`config.mk`:
```
export PLATFORM = sky130hd
export DESIGN_NAME = swv_wakeup_voltage
export DESIGN_NICKNAME = d
export VERILOG_FILES = /design/src/swv_wakeup_voltage.v
export VERILOG_INCLUDE_DIRS = /design/src
export SDC_FILE = /design/constraint.sdc
export NUM_CORES = 1
export LEC_CHECK = 0
export BUFFER_PORTS_ARGS = -buffer_cell sky130_fd_sc_hd__buf_4
export CAP_MARGIN = 20
export CELL_PAD_IN_SITES_DETAIL_PLACEMENT = 1
export CELL_PAD_IN_SITES_GLOBAL_PLACEMENT = 2
export CORE_MARGIN = 2
export CORE_UTILIZATION = 31
export CTS_CLUSTER_DIAMETER = 100
export DETAILED_ROUTE_END_ITERATION = 8
export PLACE_DENSITY = 0.92
export SLEW_MARGIN = 40
export SYNTH_ARGS = -nofsm -noshare
export SYNTH_HDL_FRONTEND = slang
export SYNTH_SLANG_ARGS = --single-unit
export TNS_END_PERCENT = 100
```
`constraint.sdc`:
```
create_clock -name clk_sys -period 4 [get_ports clk_sys]
set_input_delay 0.6 -clock clk_sys [delete_from_list [all_inputs] [get_ports clk_sys]]
set_output_delay 0.6 -clock clk_sys [all_outputs]
set_load 0.01 [all_outputs]
```
`src/swv_regs.vh`:
```
// Purpose: Register map and field layout of the wakeup and supply-drop block
// Assumes: APB byte addresses, one 32-bit word per 8-bit register
// Notes: Offsets are not multiples of four, so they are register indices
`ifndef SWV_REGS_VH
`define SWV_REGS_VH
`define SWV_IDX_ID_HIGH 16'h1806
`define SWV_IDX_ID_LOW 16'h1807
`define SWV_IDX_WAKE_CTRL 16'h1808
`define SWV_IDX_DROP_CTRL 16'h1809
`define SWV_ADDR_W 18
`define SWV_BIT_FLAG 7
`define SWV_BIT_ACK 6
`define SWV_BIT_CLKSEL 5
`define SWV_BIT_WIE 4
`define SWV_BIT_DIE 5
`define SWV_BIT_DRE 4
`define SWV_BIT_DSE 3
`define SWV_BIT_DDE 2
`define SWV_PER_MSB 2
`define SWV_PER_LSB 0
`define SWV_LIM_INT1 15'h0007
`define SWV_LIM_INT2 15'h001f
`define SWV_LIM_INT3 15'h003f
`define SWV_LIM_INT4 15'h007f
`define SWV_LIM_INT5 15'h00ff
`define SWV_LIM_INT6 15'h01ff
`define SWV_LIM_INT7 15'h03ff
`define SWV_LIM_EXT1 15'h00ff
`define SWV_LIM_EXT2 15'h03ff
`define SWV_LIM_EXT3 15'h07ff
`define SWV_LIM_EXT4 15'h0fff
`define SWV_LIM_EXT5 15'h1fff
`define SWV_LIM_EXT6 15'h3fff
`define SWV_LIM_EXT7 15'h7fff
`define SWV_TICK_NS 1000000
`define SWV_CLK_NS 25
`endif

```
`src/swv_wakeup_voltage.v`:
```
// Purpose: Identification, periodic wakeup timer and supply-drop control
// Assumes: APB slave, zero wait states, synchronous active-low reset
// Notes: Analogue comparator and stop entry are outside; their results
//        arrive as inputs. Registers are bytes in the low lanes.
// What this block does
// - High ID register upper nibble returns fixed revision; writes ignored.
// - Part number spans ID high low nibble and ID low byte.
// - Wakeup flag bit 7 sets when the timer period expires.
// - Writing 1 to wakeup acknowledge bit 6 clears flag; reads 0.
// - Clock select bit 5 picks internal tick or external clock.
// - Wakeup interrupt enable bit 4 gates wakeup requests.
// - Period select zero keeps the wakeup timer disabled.
// - Internal tick periods 8 to 512 ms and 1.024 s.
// - External clock periods 256 to 32768 external clock periods.
// - Unimplemented wakeup control bits read zero, ignore writes.
// - Supply-drop flag bit 7 sets on detect events while enabled.
// - Writing 1 to supply-drop acknowledge bit 6 clears flag; reads 0.
// - Supply-drop interrupt enable bit 5 requests interrupt while flag set.
// - Reset enable bit 4 with detect enabled forces device reset while flag set.
// - Stop enable bit 3 keeps detection running in stop mode.
// - Detect enable bit 2 qualifies flag, interrupt, reset, stop.
// - Write-once bits accept only the first write after reset.
// - Detection stops in stop mode unless stop enable set.
//
// Design decision made here: the APB interface to the registers.
`timescale 1ns/1ps
`include "swv_regs.vh"
module swv_wakeup_voltage #(
    parameter [3:0] REVISION = 4'h1,     // Arbitrary value
    parameter [11:0] PART_NUMBER = 12'h5a3, // Arbitrary value
    parameter TICK_CYCLES = `SWV_TICK_NS / `SWV_CLK_NS
) (
    input wire clk_sys,
    input wire rst_n,
    input wire psel,
    input wire penable,
    input wire pwrite,
    input wire [31:0] paddr,
    input wire [31:0] pwdata,
    input wire [3:0] pstrb,
    output reg [31:0] prdata,
    output reg pready,
    output reg pslverr,
    input wire extClk,
    input wire supplyDropEvent,
    input wire stopMode,
    output reg wakeupIrq,
    output reg supplyDropIrq,
    output reg supplyDropReset,
    output reg detectActive
);
    // Bits needed to hold a count, so the tick counter fits its parameter
    function integer swvBits(input integer value);
        integer rest;
        begin
            swvBits = 1;
            rest = value >> 1;
            while (rest != 0) begin
                swvBits = swvBits + 1;
                rest = rest >> 1;
            end
        end
    endfunction
    localparam TICK_W = swvBits(TICK_CYCLES);
    localparam [31:0] TICK_LAST = TICK_CYCLES - 1;

    reg wakeupFlag;
    reg wakeupClockSelect;
    reg wakeupInterruptEnable;
    reg [2:0] wakeupPeriodSelect;
    reg supplyDropFlag;
    reg supplyDropInterruptEnable;
    reg supplyDropResetEnable;
    reg supplyDropStopEnable;
    reg supplyDropDetectEnable;
    reg dropWritten;
    reg [TICK_W-1:0] tickCount;
    reg [14:0] periodCount;
    reg extSync0;
    reg extSync1;
    reg extLast;
    reg [14:0] periodLimit;
    reg [7:0] rdByte;
    wire [15:0] regIdx;
    wire access;
    wire wrLow;
    wire hitIdH;
    wire hitIdL;
    wire hitWake;
    wire hitDrop;
    wire mapped;
    wire tickPulse;
    wire extPulse;
    wire timerStep;
    wire wakeExpire;
    wire dropWr;
    wire wakeWr;
    wire wakeCfgChange;
    wire wdAck;
    wire wdClockSelect;
    wire wdWakeIe;
    wire [2:0] wdPeriod;
    wire wdDropIe;
    wire wdResetEnable;
    wire wdStopEnable;
    wire wdDetectEnable;
    wire wakeAck;
    wire dropAck;
    wire detectOn;

    assign regIdx = paddr[`SWV_ADDR_W-1:2];
    assign access = psel & penable;
    assign hitIdH = regIdx == `SWV_IDX_ID_HIGH;
    assign hitIdL = regIdx == `SWV_IDX_ID_LOW;
    assign hitWake = regIdx == `SWV_IDX_WAKE_CTRL;
    assign hitDrop = regIdx == `SWV_IDX_DROP_CTRL;
    assign mapped = (paddr[31:`SWV_ADDR_W] == 14'h0000) &
        (paddr[1:0] == 2'h0) & (hitIdH | hitIdL | hitWake | hitDrop);
    // Only byte lane 0 holds register bits
    assign wrLow = access & pwrite & mapped & pstrb[0];
    assign wakeWr = wrLow & hitWake;
    assign dropWr = wrLow & hitDrop;
    // Write data split into the named fields
    assign wdAck = pwdata[`SWV_BIT_ACK];
    assign wdClockSelect = pwdata[`SWV_BIT_CLKSEL];
    assign wdWakeIe = pwdata[`SWV_BIT_WIE];
    assign wdPeriod = pwdata[`SWV_PER_MSB:`SWV_PER_LSB];
    assign wdDropIe = pwdata[`SWV_BIT_DIE];
    assign wdResetEnable = pwdata[`SWV_BIT_DRE];
    assign wdStopEnable = pwdata[`SWV_BIT_DSE];
    assign wdDetectEnable = pwdata[`SWV_BIT_DDE];
    assign wakeAck = wakeWr & wdAck;
    assign dropAck = dropWr & wdAck;

    // APB: zero wait, error on unmapped address
    always @(posedge clk_sys) begin
        if (!rst_n) begin
            pready <= 1'b0;
            pslverr <= 1'b0;
            prdata <= 32'h00000000;
        end else begin
            pready <= psel & ~penable;
            pslverr <= psel & ~penable & ~mapped;
            prdata <= (psel & ~penable & ~pwrite & mapped) ?
                {24'h000000, rdByte} : 32'h00000000;
        end
    end

    // Setup phase decode so prdata holds the read byte on the access cycle
    always @* begin
        rdByte = 8'h00;
        if (hitIdH) begin
            rdByte = {REVISION, PART_NUMBER[11:8]};
        end else if (hitIdL) begin
            rdByte = PART_NUMBER[7:0];
        end else if (hitWake) begin
            // bit 3 and acknowledge read zero
            rdByte[`SWV_BIT_FLAG] = wakeupFlag;
            rdByte[`SWV_BIT_CLKSEL] = wakeupClockSelect;
            rdByte[`SWV_BIT_WIE] = wakeupInterruptEnable;
            rdByte[`SWV_PER_MSB:`SWV_PER_LSB] = wakeupPeriodSelect;
        end else if (hitDrop) begin
            // Acknowledge and low two bits stay zero
            rdByte[`SWV_BIT_FLAG] = supplyDropFlag;
            rdByte[`SWV_BIT_DIE] = supplyDropInterruptEnable;
            rdByte[`SWV_BIT_DRE] = supplyDropResetEnable;
            rdByte[`SWV_BIT_DSE] = supplyDropStopEnable;
            rdByte[`SWV_BIT_DDE] = supplyDropDetectEnable;
        end
    end

    // Extended APB timing: slave answers on the access cycle
    // (pready computed from setup above is registered into access)

    // Internal 1 ms tick from bus clock
    assign tickPulse = tickCount == TICK_LAST[TICK_W-1:0];
    always @(posedge clk_sys) begin
        if (!rst_n || tickPulse) begin
            tickCount <= {TICK_W{1'b0}};
        end else begin
            tickCount <= tickCount + {{(TICK_W-1){1'b0}}, 1'b1};
        end
    end

    // External clock treated as asynchronous, edge-detected after two flops
    always @(posedge clk_sys) begin
        if (!rst_n) begin
            extSync0 <= 1'b0;
            extSync1 <= 1'b0;
            extLast <= 1'b0;
        end else begin
            extSync0 <= extClk;
            extSync1 <= extSync0;
            extLast <= extSync1;
        end
    end
    assign extPulse = extSync1 & ~extLast;

    assign timerStep = wakeupClockSelect ? extPulse : tickPulse;

    // external periods in clock edges
    // Limits are one below the step count, the expiring step included
    always @* begin
        periodLimit = 15'h0000;
        if (wakeupClockSelect) begin
            case (wakeupPeriodSelect)
                3'h1: periodLimit = `SWV_LIM_EXT1;
                3'h2: periodLimit = `SWV_LIM_EXT2;
                3'h3: periodLimit = `SWV_LIM_EXT3;
                3'h4: periodLimit = `SWV_LIM_EXT4;
                3'h5: periodLimit = `SWV_LIM_EXT5;
                3'h6: periodLimit = `SWV_LIM_EXT6;
                3'h7: periodLimit = `SWV_LIM_EXT7;
                default: periodLimit = 15'h0000;
            endcase
        end else begin
            case (wakeupPeriodSelect)
                3'h1: periodLimit = `SWV_LIM_INT1;
                3'h2: periodLimit = `SWV_LIM_INT2;
                3'h3: periodLimit = `SWV_LIM_INT3;
                3'h4: periodLimit = `SWV_LIM_INT4;
                3'h5: periodLimit = `SWV_LIM_INT5;
                3'h6: periodLimit = `SWV_LIM_INT6;
                3'h7: periodLimit = `SWV_LIM_INT7;
                default: periodLimit = 15'h0000;
            endcase
        end
    end

    // A new source or period restarts the count; a stale count above
    // a shorter limit would otherwise run on until it wraps
    assign wakeCfgChange = wakeWr &
        ({wdClockSelect, wdPeriod} !=
        {wakeupClockSelect, wakeupPeriodSelect});

    assign wakeExpire = (wakeupPeriodSelect != 3'h0) & timerStep &
        (periodCount == periodLimit);
    always @(posedge clk_sys) begin
        if (!rst_n || wakeupPeriodSelect == 3'h0) begin
            periodCount <= 15'h0000;
        end else if (wakeExpire || wakeCfgChange) begin
            periodCount <= 15'h0000;
        end else if (timerStep) begin
            periodCount <= periodCount + 15'h0001;
        end
    end

    // Wakeup control register and flag
    always @(posedge clk_sys) begin
        if (!rst_n) begin
            wakeupFlag <= 1'b0;
            wakeupClockSelect <= 1'b0;
            wakeupInterruptEnable <= 1'b0;
            wakeupPeriodSelect <= 3'h0;
        end else begin
            // set on expiry, set wins over acknowledge
            if (wakeExpire) begin
                wakeupFlag <= 1'b1;
            end else if (wakeAck) begin
                wakeupFlag <= 1'b0;
            end
            if (wakeWr) begin
                wakeupClockSelect <= wdClockSelect;
                wakeupInterruptEnable <= wdWakeIe;
                wakeupPeriodSelect <= wdPeriod;
            end
        end
    end

    // stop mode disables detection unless stop enable
    assign detectOn = supplyDropDetectEnable &
        (~stopMode | supplyDropStopEnable);

    // Supply-drop control register
    always @(posedge clk_sys) begin
        if (!rst_n) begin
            supplyDropFlag <= 1'b0;
            supplyDropInterruptEnable <= 1'b0;
            supplyDropResetEnable <= 1'b0;
            supplyDropStopEnable <= 1'b0;
            supplyDropDetectEnable <= 1'b0;
            dropWritten <= 1'b0;
        end else begin
            // flag only while detecting; set wins
            if (detectOn & supplyDropEvent) begin
                supplyDropFlag <= 1'b1;
            end else if (dropAck) begin
                supplyDropFlag <= 1'b0;
            end
            if (dropWr) begin
                supplyDropInterruptEnable <= wdDropIe;
            end
            // stop enable stored once
            // Any write spends the once, so set all three together
            if (dropWr & ~dropWritten) begin
                dropWritten <= 1'b1;
                supplyDropResetEnable <= wdResetEnable;
                supplyDropStopEnable <= wdStopEnable;
                supplyDropDetectEnable <= wdDetectEnable;
            end
        end
    end

    // Request outputs, one cycle behind the flags
    always @(posedge clk_sys) begin
        if (!rst_n) begin
            wakeupIrq <= 1'b0;
        end else begin
            wakeupIrq <= wakeupFlag & wakeupInterruptEnable;
        end
    end

    // Supply-drop outputs are masked by detect enable as well as the flag,
    // so a flag left over after disable raises nothing
    always @(posedge clk_sys) begin
        if (!rst_n) begin
            supplyDropIrq <= 1'b0;
            supplyDropReset <= 1'b0;
            detectActive <= 1'b0;
        end else begin
            supplyDropIrq <= supplyDropFlag & supplyDropInterruptEnable &
                supplyDropDetectEnable;
            // reset request while flagged
            // Level, so it holds until acknowledge or the reset clears it
            supplyDropReset <= supplyDropFlag & supplyDropResetEnable &
                supplyDropDetectEnable;
            detectActive <= detectOn;
        end
    end
endmodule // swv_wakeup_voltage

```
==> qor.yml, run 1 <==
post-route-cell-area_sq_um: 3900
tightest_slew_ns: 0.707
dp_hpwl_mm: 6.05
gr-usage-met2: 0.259
cts_sinks: 59
vias_per_cell: 4.89
drive_gt1_frac: 0.220
io_buffers: 60
cts.repair.resized: 0
worst-endpoint-required_ns: 4.21
diodes: 0
final_cell_mix: "buf_4 (60), dfxtp_1 (59), nor2_1 (48)"
worstHoldPathCells: 1
final_common_cell: "buf_4"
place_ws_ns: 1.52
dpl_cell_area_sq_um: 3660
initial_core_util: 0.316
r2r_cells: 7
die_y_um: 106
synth-async-reset-ratio: 0
clk_path_buf_depth: 2
grt_overflow_total: 0
pin_count: 114
fin_nets: 504
yosys_warnings: 0
drc: 0
synth-seq-area-share: 0.366
synthDistinctLibCells: 60
crit_arrival_ns: 2.68
first_pass_iters: 4
holdWs_ns: 0.445
area_growth_pct: 20.7
busiest_layer: "met2"
wirelength_mm: 8.09
antenna_found_initial: 0
setup_viol: 0
postCtsSetupRepairBufs: 0
grt_max_degree: 26
ys_seq_elements: 59
skew_ns: 0.00887
path_max_fanout: 15
max_freq_mhz: 405
cp-end-kind: "register"
tns_ns: 0
cts-root-buf: "clkbuf_8"
grt_pass1_vias: 2768
globalRouteMet3Util: 0.0441
rsz0062_at_grt: "no"
maxCapViolations: 0
ctsHoldBuffers: 0
fin_crit_ns: 2.47
fin_ws_ns: 1.53
htree_num_levels: 3
syn_inst: 371
finalCritPeriodShare: 0.617
final_antenna_net_count: 0
cts_made_buffers: 9
max_slew_margin: 0.528
grt.met1_usage: 0.174
drt-initial-drc-count: 82
totalPowerFinal_w: 0.00134
core-area_sq_um: 10200
die_w_um: 106
grt_pass1_wl_mm: 13.3
place.gp.congestion: 0.760
hp-class: "register to register"
path_class: "register to register"
vias: 2773
synth_area_per_cell_sq_um: 8.71
drv_slew: 0
p_per_area_nw_per_um2: 345
grtUsageTotal: 0.147
ys.flop_type: "dfxtp_1"
cts_tree: "built"
die_area_sq_um: 11300
finalHoldViolations: 0
p_leak_nw: 1.51
outcome: "completed"
insertion_delay_ns: 0.34
netlist_area_sq_um: 3230
crit_path_start_kind: "register"
drt-wirelength-per-cell_um: 14.3
synth_edf_count: 0
num_rows: 37
clk_pin_slew_ns: 0.07
vdd_ir_drop_max_mv: 0.210
[through the flow]
stage	cells	util
6_report	567	0.381
5_1_grt	567	0.381
4_1_cts	567	0.381
3_5_place_dp	551	0.357
3_3_place_gp	551	0.357
2_1_floorplan	395	-
[final cells by class]
class | instances | area, sq um
inverters | 8 | 30.0
well taps | 136 | 170
repair buffers | 60 | 450
flip-flops and latches | 59 | 1180
clock buffers | 11 | 141
clock inverters | 5 | 100
fillers | 1224 | 6330
multi-input cells | 288 | 1830
[final timing paths]
| kind | start | to | slack [ns] |
|---|---|---|---|
| setup / recovery | tickCount[0] | periodCount[4] | 1.53 |
| hold / removal | extSync0 | extSync1 | 0.44 |
| setup reg to reg | tickCount[0] | periodCount[4] | 1.53 |
| hold reg to reg | extSync0 | extSync1 | 0.44 |
[routing by layer]
layer / up-vias / share of wire
li1: 1361 / -
met1: 1323 / 0.43
met2: 79 / 0.50
met3: 10 / 0.053
met4: 0 / 0.015
met5: - / 0
[synthesized netlist by cell type, types with 3 or more instances]
| library cell | number | share of area |
|---|---|---|
| dfxtp_1 | 59 | 0.37 |
| nor2_1 | 48 | 0.056 |
| nand2_1 | 34 | 0.040 |
| buf_4 | 26 | 0.060 |
| xor2_1 | 18 | 0.049 |
| nand3_1 | 17 | 0.026 |
| xnor2_1 | 13 | 0.035 |
| a21oi_1 | 12 | 0.019 |
| nand4_1 | 12 | 0.023 |
| nor3_1 | 9 | 0.014 |
| inv_1 | 8 | 0.0093 |
| o21ai_0 | 7 | 0.011 |
| nor4_1 | 6 | 0.012 |
| a21boi_0 | 5 | 0.012 |
| and2_1 | 5 | 0.0097 |
| and3_1 | 5 | 0.0097 |
| and4_1 | 5 | 0.014 |
| buf_2 | 5 | 0.0077 |
| clkbuf_1 | 5 | 0.0058 |
| a22oi_1 | 4 | 0.0093 |
| buf_6 | 4 | 0.014 |
| mux2i_1 | 4 | 0.012 |
| nor2b_1 | 4 | 0.0077 |
| nor4b_2 | 4 | 0.019 |
| a21o_1 | 3 | 0.0070 |
| nor4b_4 | 3 | 0.022 |
| or3_1 | 3 | 0.0058 |
[registers in the layout, summed over array words and instances (netlist names), 3 cells and up]
name / count
periodCount: 15
wakeupPeriodSelect: 3
prdata: 7
tickCount: 16
[critical path, cell delays in order, from the launching register on]
cell and delay [ns]:
dfxtp_1 0.44, ha_1 0.32, nor4b_4 0.29, nand4_2 0.20
a32oi_1 0.22, nand4_1 0.17, o21ai_2 0.58, nor2_1 0.11
[power breakdown]
group          internal [W]  total (W)  leakage (nW)  switching [W]
Combinational     0.0000400  0.0000767         0.911      0.0000367
Clock              0.000429   0.000672         0.123       0.000243
Sequential         0.000592   0.000596         0.476     0.00000431
Total               0.00106    0.00134          1.51       0.000284
[kinds of logic after synthesis]
group	after synthesis	share of synthesized area
adder cells (fa/ha/maj)	2	0.00774
XOR/XNOR	31	0.0840
buffers and inverters	48	0.0972
other	1	0.00116
multiplexers	5	0.0159
flip-flops	59	0.366
AO/OA/AOI/OAI	49	0.106
AND/OR/NAND/NOR	176	0.323
No activity file was read; power rests on OpenSTA's default activity.
==> run 2, diff against run 1 <==
CORE_UTILIZATION = 28   (was 31)
PLACE_DENSITY = 0.85   (was 0.92)
clock period = 2.4 ns   (was 4 ns; I/O delays follow)
==> run 2 against run 1 <==
  * Maximum frequency increased by 17%
  * Count of clock-buffer cells in the layout decreased by 2
  * Routed wire length increased by 5.8%
  * Worst setup slack got worse by 1.2 ns
  * Combinational power increased by 72%
  * Critical path depth unchanged
  * First-iteration DRC count increased by 12%
  * Clock power increased by 92%
  * Critical endpoint is now periodCount[10]
  * Largest power group unchanged
==> qor.yml, run 2 (synthesized netlist as in run 1, its figures left out) <==
setup_viol: 0  # unchanged
regToRegEndpoint: "periodCount[10]"  # was periodCount[4]
diodes: 0  # unchanged
skew_ns: 0.00648  # was 0.00887 ns
die_area_sq_um: 12400  # was 11300 sq um
cts_sinks: 59  # unchanged
r2r-start: "wakeupPeriodSelect[1]"  # was tickCount[0]
maxCapViolations: 0  # unchanged
worstHoldPathCells: 2  # was 1
grt_pass1_wl_mm: 14.2  # was 13.3 mm
globalRouteMet3Util: 0.0441  # about the same
p_per_area_nw_per_um2: 600  # was 345 nW/um^2
insertion_delay_ns: 0.33  # was 0.34 ns
grt.met1_usage: 0.160  # was 0.174
dp_cells: 564  # was 551
crit_chain: "nor3_1 -> mux2_2 -> o2111a_1 -> nand4_1 -> o21ai_2 -> buf_12 -> nor2_1"  # was ha_1 -> nor4b_4 -> nand4_2 -> a32oi_1 -> nand4_1 -> o21ai_2 -> nor2_1
ctsHoldBuffers: 0  # unchanged
busiest_layer: "met2"  # unchanged
dpl_cell_area_sq_um: 3720  # was 3660 sq um
final_common_cell: "buf_4"  # unchanged
die_y_um: 111  # was 106 um
cts.repair.resized: 0  # unchanged
dp_hpwl_mm: 6.47  # was 6.05 mm
crit_path_start_kind: "register"  # unchanged
crit_slowest_cell: "dfxtp_1"  # was o21ai_2
final_cell_mix: "buf_4 (65), dfxtp_1 (59), nor2_1 (48)"  # was buf_4 (60), dfxtp_1 (59), nor2_1 (48)
fin_ws_ns: 0.295  # was 1.53 ns
fill_cells: 1344  # was 1224
max_freq_mhz: 475  # was 405 MHz
io_buffers: 60  # unchanged
cts_tree: "built"  # unchanged
r2r_cells: 7  # unchanged
cts-root-buf: "clkbuf_16"  # was clkbuf_8
path_max_fanout: 20  # was 15
die_w_um: 111  # was 106 um
hold_path_end: "detectActive"  # was extSync1
htree_num_levels: 3  # unchanged
drt-wirelength-per-cell_um: 14.7  # was 14.3 um
hold_start: "stopMode"  # was extSync0
place_ws_ns: 0.209  # was 1.52 ns
vias_per_cell: 4.88  # was 4.89
cp-end-kind: "register"  # unchanged
initial_core_util: 0.285  # was 0.316
fin_nets: 510  # was 504
vias: 2833  # was 2773
utilization: 0.356  # was 0.381
crit_arrival_ns: 2.32  # was 2.68 ns
gr-usage-met2: 0.251  # was 0.259
place.gp.congestion: 0.732  # was 0.760
top_regs: "tickCount (16), periodCount (15), prdata (7)"  # unchanged
antenna_found_initial: 0  # unchanged
final_antenna_net_count: 0  # unchanged
grt_pass1_vias: 2921  # was 2768
clk_pin_slew_ns: 0.06  # was 0.07 ns
rsz0062_at_grt: "no"  # unchanged
area_growth_pct: 24.6  # was 20.7%
fin_crit_ns: 2.11  # was 2.47 ns
critPathMaxStageDelay_ns: 0.77  # was 0.58 ns
grt_max_degree: 26  # unchanged
first_pass_iters: 4  # unchanged
r2r_setup_slack_ns: 0.29  # was 1.53 ns
drt-initial-drc-count: 92  # was 82
grtUsageTotal: 0.139  # was 0.147
finalCritPeriodShare: 0.877  # was 0.617
cts_made_buffers: 9  # unchanged
tightest_slew_ns: 0.710  # was 0.707 ns
p_leak_nw: 1.57  # was 1.51 nW
pin_count: 114  # unchanged
worst-endpoint-required_ns: 2.62  # was 4.21 ns
finalHoldViolations: 0  # unchanged
regMostFlops: "tickCount"  # unchanged
max_slew_margin: 0.526  # was 0.528
tns_ns: 0  # unchanged
path_class: "register to register"  # unchanged
hp-class: "primary input to register"  # was register to register
post-route-cell-area_sq_um: 4030  # was 3900 sq um
outcome: "completed"  # unchanged
largest_reg_flops: 16  # unchanged
wirelength_mm: 8.55  # was 8.09 mm
grt_overflow_total: 0  # unchanged
core-area_sq_um: 11300  # was 10200 sq um
drv_slew: 0  # unchanged
drc: 0  # unchanged
stdcell_count: 580  # was 567
drive_gt1_frac: 0.233  # was 0.220
num_rows: 39  # was 37
vdd_ir_drop_max_mv: 0.271  # was 0.210 mV
postCtsSetupRepairBufs: 0  # unchanged
clk_path_buf_depth: 2  # unchanged
-- run 2: cell count changes in the layout (fill, tap and decap cells not counted), sizes merged --
cell | before | now
clkinv | 2 | 4
inv | 8 | 9
buf | 60 | 66
bufinv | 3 | 1
clkbuf | 11 | 9
clkinvlp | 0 | 1
-- run 2: power by group --
group	total (W)	switching, W	internal, W
clock	0.00129	0.000481	0.000809
sequential	0.000993	0.00000587	0.000987
combinational	0.000132	0.0000631	0.0000693
-- run 2: metal layers --
layer  wire length (um)  part of all wire
met4                 85            0.0099
met5                  0                 0
met1               3620              0.42
met2               4330              0.51
met3                516             0.060
-- run 2: metrics by stage --
stage	total power [W]	hold WS (ns)
6_report	0.00242	0.243
5_1_grt	0.00250	0.241
4_1_cts	0.00245	0.232
3_5_place_dp	0.00115	0.450
3_3_place_gp	0.00114	0.426
2_1_floorplan	0.00110	0.412
-- run 2: how the worst max path moves through the flow --
stage | end | start | depth (start not counted)
finish | periodCount[10] | wakeupPeriodSelect[1] | 7
global route | periodCount[13] | wakeupPeriodSelect[1] | 7
CTS | periodCount[10] | wakeupPeriodSelect[1] | 7
detailed placement | supplyDropFlag | paddr[23] | 7
global placement | supplyDropDetectEnable | paddr[31] | 7
floorplan | periodCount[9] | tickCount[0] | 8
-- run 2: worst max-delay path, delay by kind of cell (launching register included) --
family	cells	cell delay [ns]
flops	1	0.77
simple gates	3	0.40
compound gates	2	0.38
mux	1	0.27
buf+inv	1	0.16
-- run 2: cell type report --
type	count	area [sq um]	area share
clock inverters	7	77.6	0.0193
multi-input cells	288	1830	0.453
repair buffers	66	508	0.126
clock buffers	9	225	0.0559
well taps	143	179	0.0444
flip-flops and latches	59	1180	0.293
inverters	8	30.0	0.00746
==> run 3, diff against run 2 <==
--- a/config.mk
+++ b/config.mk
@@ -15,2 +15,3 @@
 export CTS_CLUSTER_DIAMETER = 100
+export CTS_CLUSTER_SIZE = 28
 export DETAILED_ROUTE_END_ITERATION = 8
==> constraint.sdc (replaced) <==
create_clock -name clk_sys -period 2.4 [get_ports clk_sys]
set_input_delay 0.12 -clock clk_sys [delete_from_list [all_inputs] [get_ports clk_sys]]
set_output_delay 0.12 -clock clk_sys [all_outputs]
set_load 0.01 [all_outputs]
==> run 3 against run 2 <==
  * Global-route usage fell by 0.18 points
  * Sequential power is essentially flat
  * Combinational power hardly changed
  * Count of clock-buffer cells in the layout increased by 2
  * Critical path type unchanged
  * Critical endpoint unchanged
  * Largest power group unchanged
==> qor.yml, run 3 (synthesized netlist as in run 1, its figures left out) <==
regMostFlops: "tickCount"  # unchanged
cts_made_buffers: 9  # unchanged
critPathBufInv: 1  # unchanged
num_rows: 39  # unchanged
diodes: 0  # unchanged
critPathMaxStageDelay_ns: 0.78  # was 0.77 ns
die_area_sq_um: 12400  # unchanged
grt_max_degree: 26  # unchanged
hold_path_end: "supplyDropFlag"  # was detectActive
grt_pass1_vias: 3022  # was 2921
clk_pin_slew_ns: 0.05  # was 0.06 ns
skew_ns: 0.00738  # was 0.00648 ns
cts.repair.resized: 0  # unchanged
place.gp.congestion: 0.739  # was 0.732
die_y_um: 111  # unchanged
hold_start: "supplyDropEvent"  # was stopMode
die_w_um: 111  # unchanged
ff_latch_area_sq_um: 1180  # unchanged
grt_overflow_total: 0  # unchanged
final_cell_mix: "buf_4 (66), dfxtp_1 (59), nor2_1 (48)"  # was buf_4 (65), dfxtp_1 (59), nor2_1 (48)
drt-wirelength-per-cell_um: 14.6  # was 14.7 um
largest_reg_flops: 16  # unchanged
clk_path_buf_depth: 2  # unchanged
drt-initial-drc-count: 94  # was 92
finalHoldViolations: 0  # unchanged
postCtsSetupRepairBufs: 0  # unchanged
maxCapViolations: 0  # unchanged
ctsHoldBuffers: 0  # unchanged
p_leak_nw: 1.58  # was 1.57 nW
tightest_slew_ns: 0.720  # was 0.710 ns
final_common_cell: "buf_4"  # unchanged
worstHoldPathCells: 2  # unchanged
fin_nets: 511  # was 510
cp-end-kind: "register"  # unchanged
crit_chain: "nor2_1 -> a221oi_1 -> o2111a_1 -> nand4_1 -> o21ai_2 -> buf_12 -> nor2_1"  # was nor3_1 -> mux2_2 -> o2111a_1 -> nand4_1 -> o21ai_2 -> buf_12 -> nor2_1
io_buffers: 60  # unchanged
initial_core_util: 0.285  # unchanged
crit_arrival_ns: 2.34  # was 2.32 ns
crit_family: "flip-flops"  # unchanged
grtUsageTotal: 0.138  # was 0.139
path_max_fanout: 20  # unchanged
path_class: "register to register"  # unchanged
p_per_area_nw_per_um2: 614  # was 600 nW/um^2
core-area_sq_um: 11300  # unchanged
drc: 0  # unchanged
cts-root-buf: "clkbuf_16"  # unchanged
fill_cells: 1363  # was 1344
final_antenna_net_count: 0  # unchanged
regToRegEndpoint: "periodCount[10]"  # unchanged
utilization: 0.357  # was 0.356
area_growth_pct: 25.1  # was 24.6%
pin_count: 114  # unchanged
top_regs: "tickCount (16), periodCount (15), prdata (7)"  # unchanged
worst-endpoint-required_ns: 2.61  # was 2.62 ns
finalCritPeriodShare: 0.890  # was 0.877
cts_sinks: 59  # unchanged
cts_tree: "built"  # unchanged
dp_hpwl_mm: 6.44  # was 6.47 mm
htree_num_levels: 3  # unchanged
tns_ns: 0  # unchanged
vias_per_cell: 4.81  # was 4.88
setup_viol: 0  # unchanged
hp-class: "primary input to register"  # unchanged
drive_gt1_frac: 0.231  # was 0.233
multi_input_area_sq_um: 1830  # unchanged
crit_path_start_kind: "register"  # unchanged
fin_crit_ns: 2.14  # was 2.11 ns
wirelength_mm: 8.50  # was 8.55 mm
vias: 2795  # was 2833
first_pass_iters: 4  # unchanged
rsz0062_at_grt: "no"  # unchanged
vdd_ir_drop_max_mv: 0.354  # was 0.271 mV
max_slew_margin: 0.519  # was 0.526
insertion_delay_ns: 0.32  # was 0.33 ns
drv_slew: 0  # unchanged
antenna_found_initial: 0  # unchanged
crit_slowest_cell: "dfxtp_1"  # unchanged
max_freq_mhz: 468  # was 475 MHz
r2r_setup_slack_ns: 0.26  # was 0.29 ns
r2r-start: "wakeupPeriodSelect[1]"  # unchanged
cp_common_cell: "nor2_1"
r2r_cells: 7  # unchanged
grt_pass1_wl_mm: 14.1  # was 14.2 mm
outcome: "completed"  # unchanged
## run 3: worst max path at each step
stage | slack (ns) | from | cells after the start | to
floorplan | 0.51 | tickCount[0] | 8 | periodCount[9]
global placement | 0.33 | wakeupPeriodSelect[1] | 7 | periodCount[9]
detailed placement | 0.28 | wakeupPeriodSelect[1] | 7 | periodCount[0]
CTS | 0.27 | wakeupPeriodSelect[1] | 7 | periodCount[10]
global route | 0.04 | wakeupPeriodSelect[1] | 7 | periodCount[10]
finish | 0.26 | wakeupPeriodSelect[1] | 7 | periodCount[10]
## run 3: worst register-to-register path: cells and delay by family, from the launching register on
kind / cells / cell delay, ns
DFF: 1 / 0.78
AOI/OAI and AO/OA: 3 / 0.69
and+or+nand+nor: 3 / 0.38
buffers and inverters: 1 / 0.17
## run 3: where the power goes
part / total [W] / switching [W] / internal (W)
Combinational: 0.000132 / 0.0000635 / 0.0000686
Sequential: 0.000994 / 0.00000583 / 0.000988
Clock: 0.00135 / 0.000449 / 0.000905
Total: 0.00248 / 0.000519 / 0.00196
## run 3: through the flow
step	instance area, sq um	hold slack (ns)	power, W	setup WS [ns]	instances
after CTS	4040	0.00672	0.00251	0.266	581
after global placement	3730	0.340	0.00114	0.326	565
after floorplan	3320	0.228	0.00110	0.514	395
final	4040	0.0127	0.00248	0.264	581
after global routing	4040	0.00924	0.00256	0.0353	581
after detailed placement	3730	0.343	0.00115	0.280	565
## run 3: metal layers
metal | vias up | part of all wire | wire (um) | GRT usage
met4 | 0 | 0.0068 | 58 | 0.0387
met1 | 1337 | 0.43 | 3680 | 0.161
met2 | 75 | 0.51 | 4310 | 0.247
li1 | 1376 | - | - | -
met3 | 7 | 0.053 | 453 | 0.0381
met5 | - | 0 | 0 | 0
## run 3: cell type report
class / instances / share of cell area
multi-input combinational: 288 / 0.452
sequential: 59 / 0.292
timing repair buffer: 67 / 0.128
clock buffer: 11 / 0.0576
tap: 143 / 0.0443
clock inverter: 5 / 0.0192
inverter: 8 / 0.00743
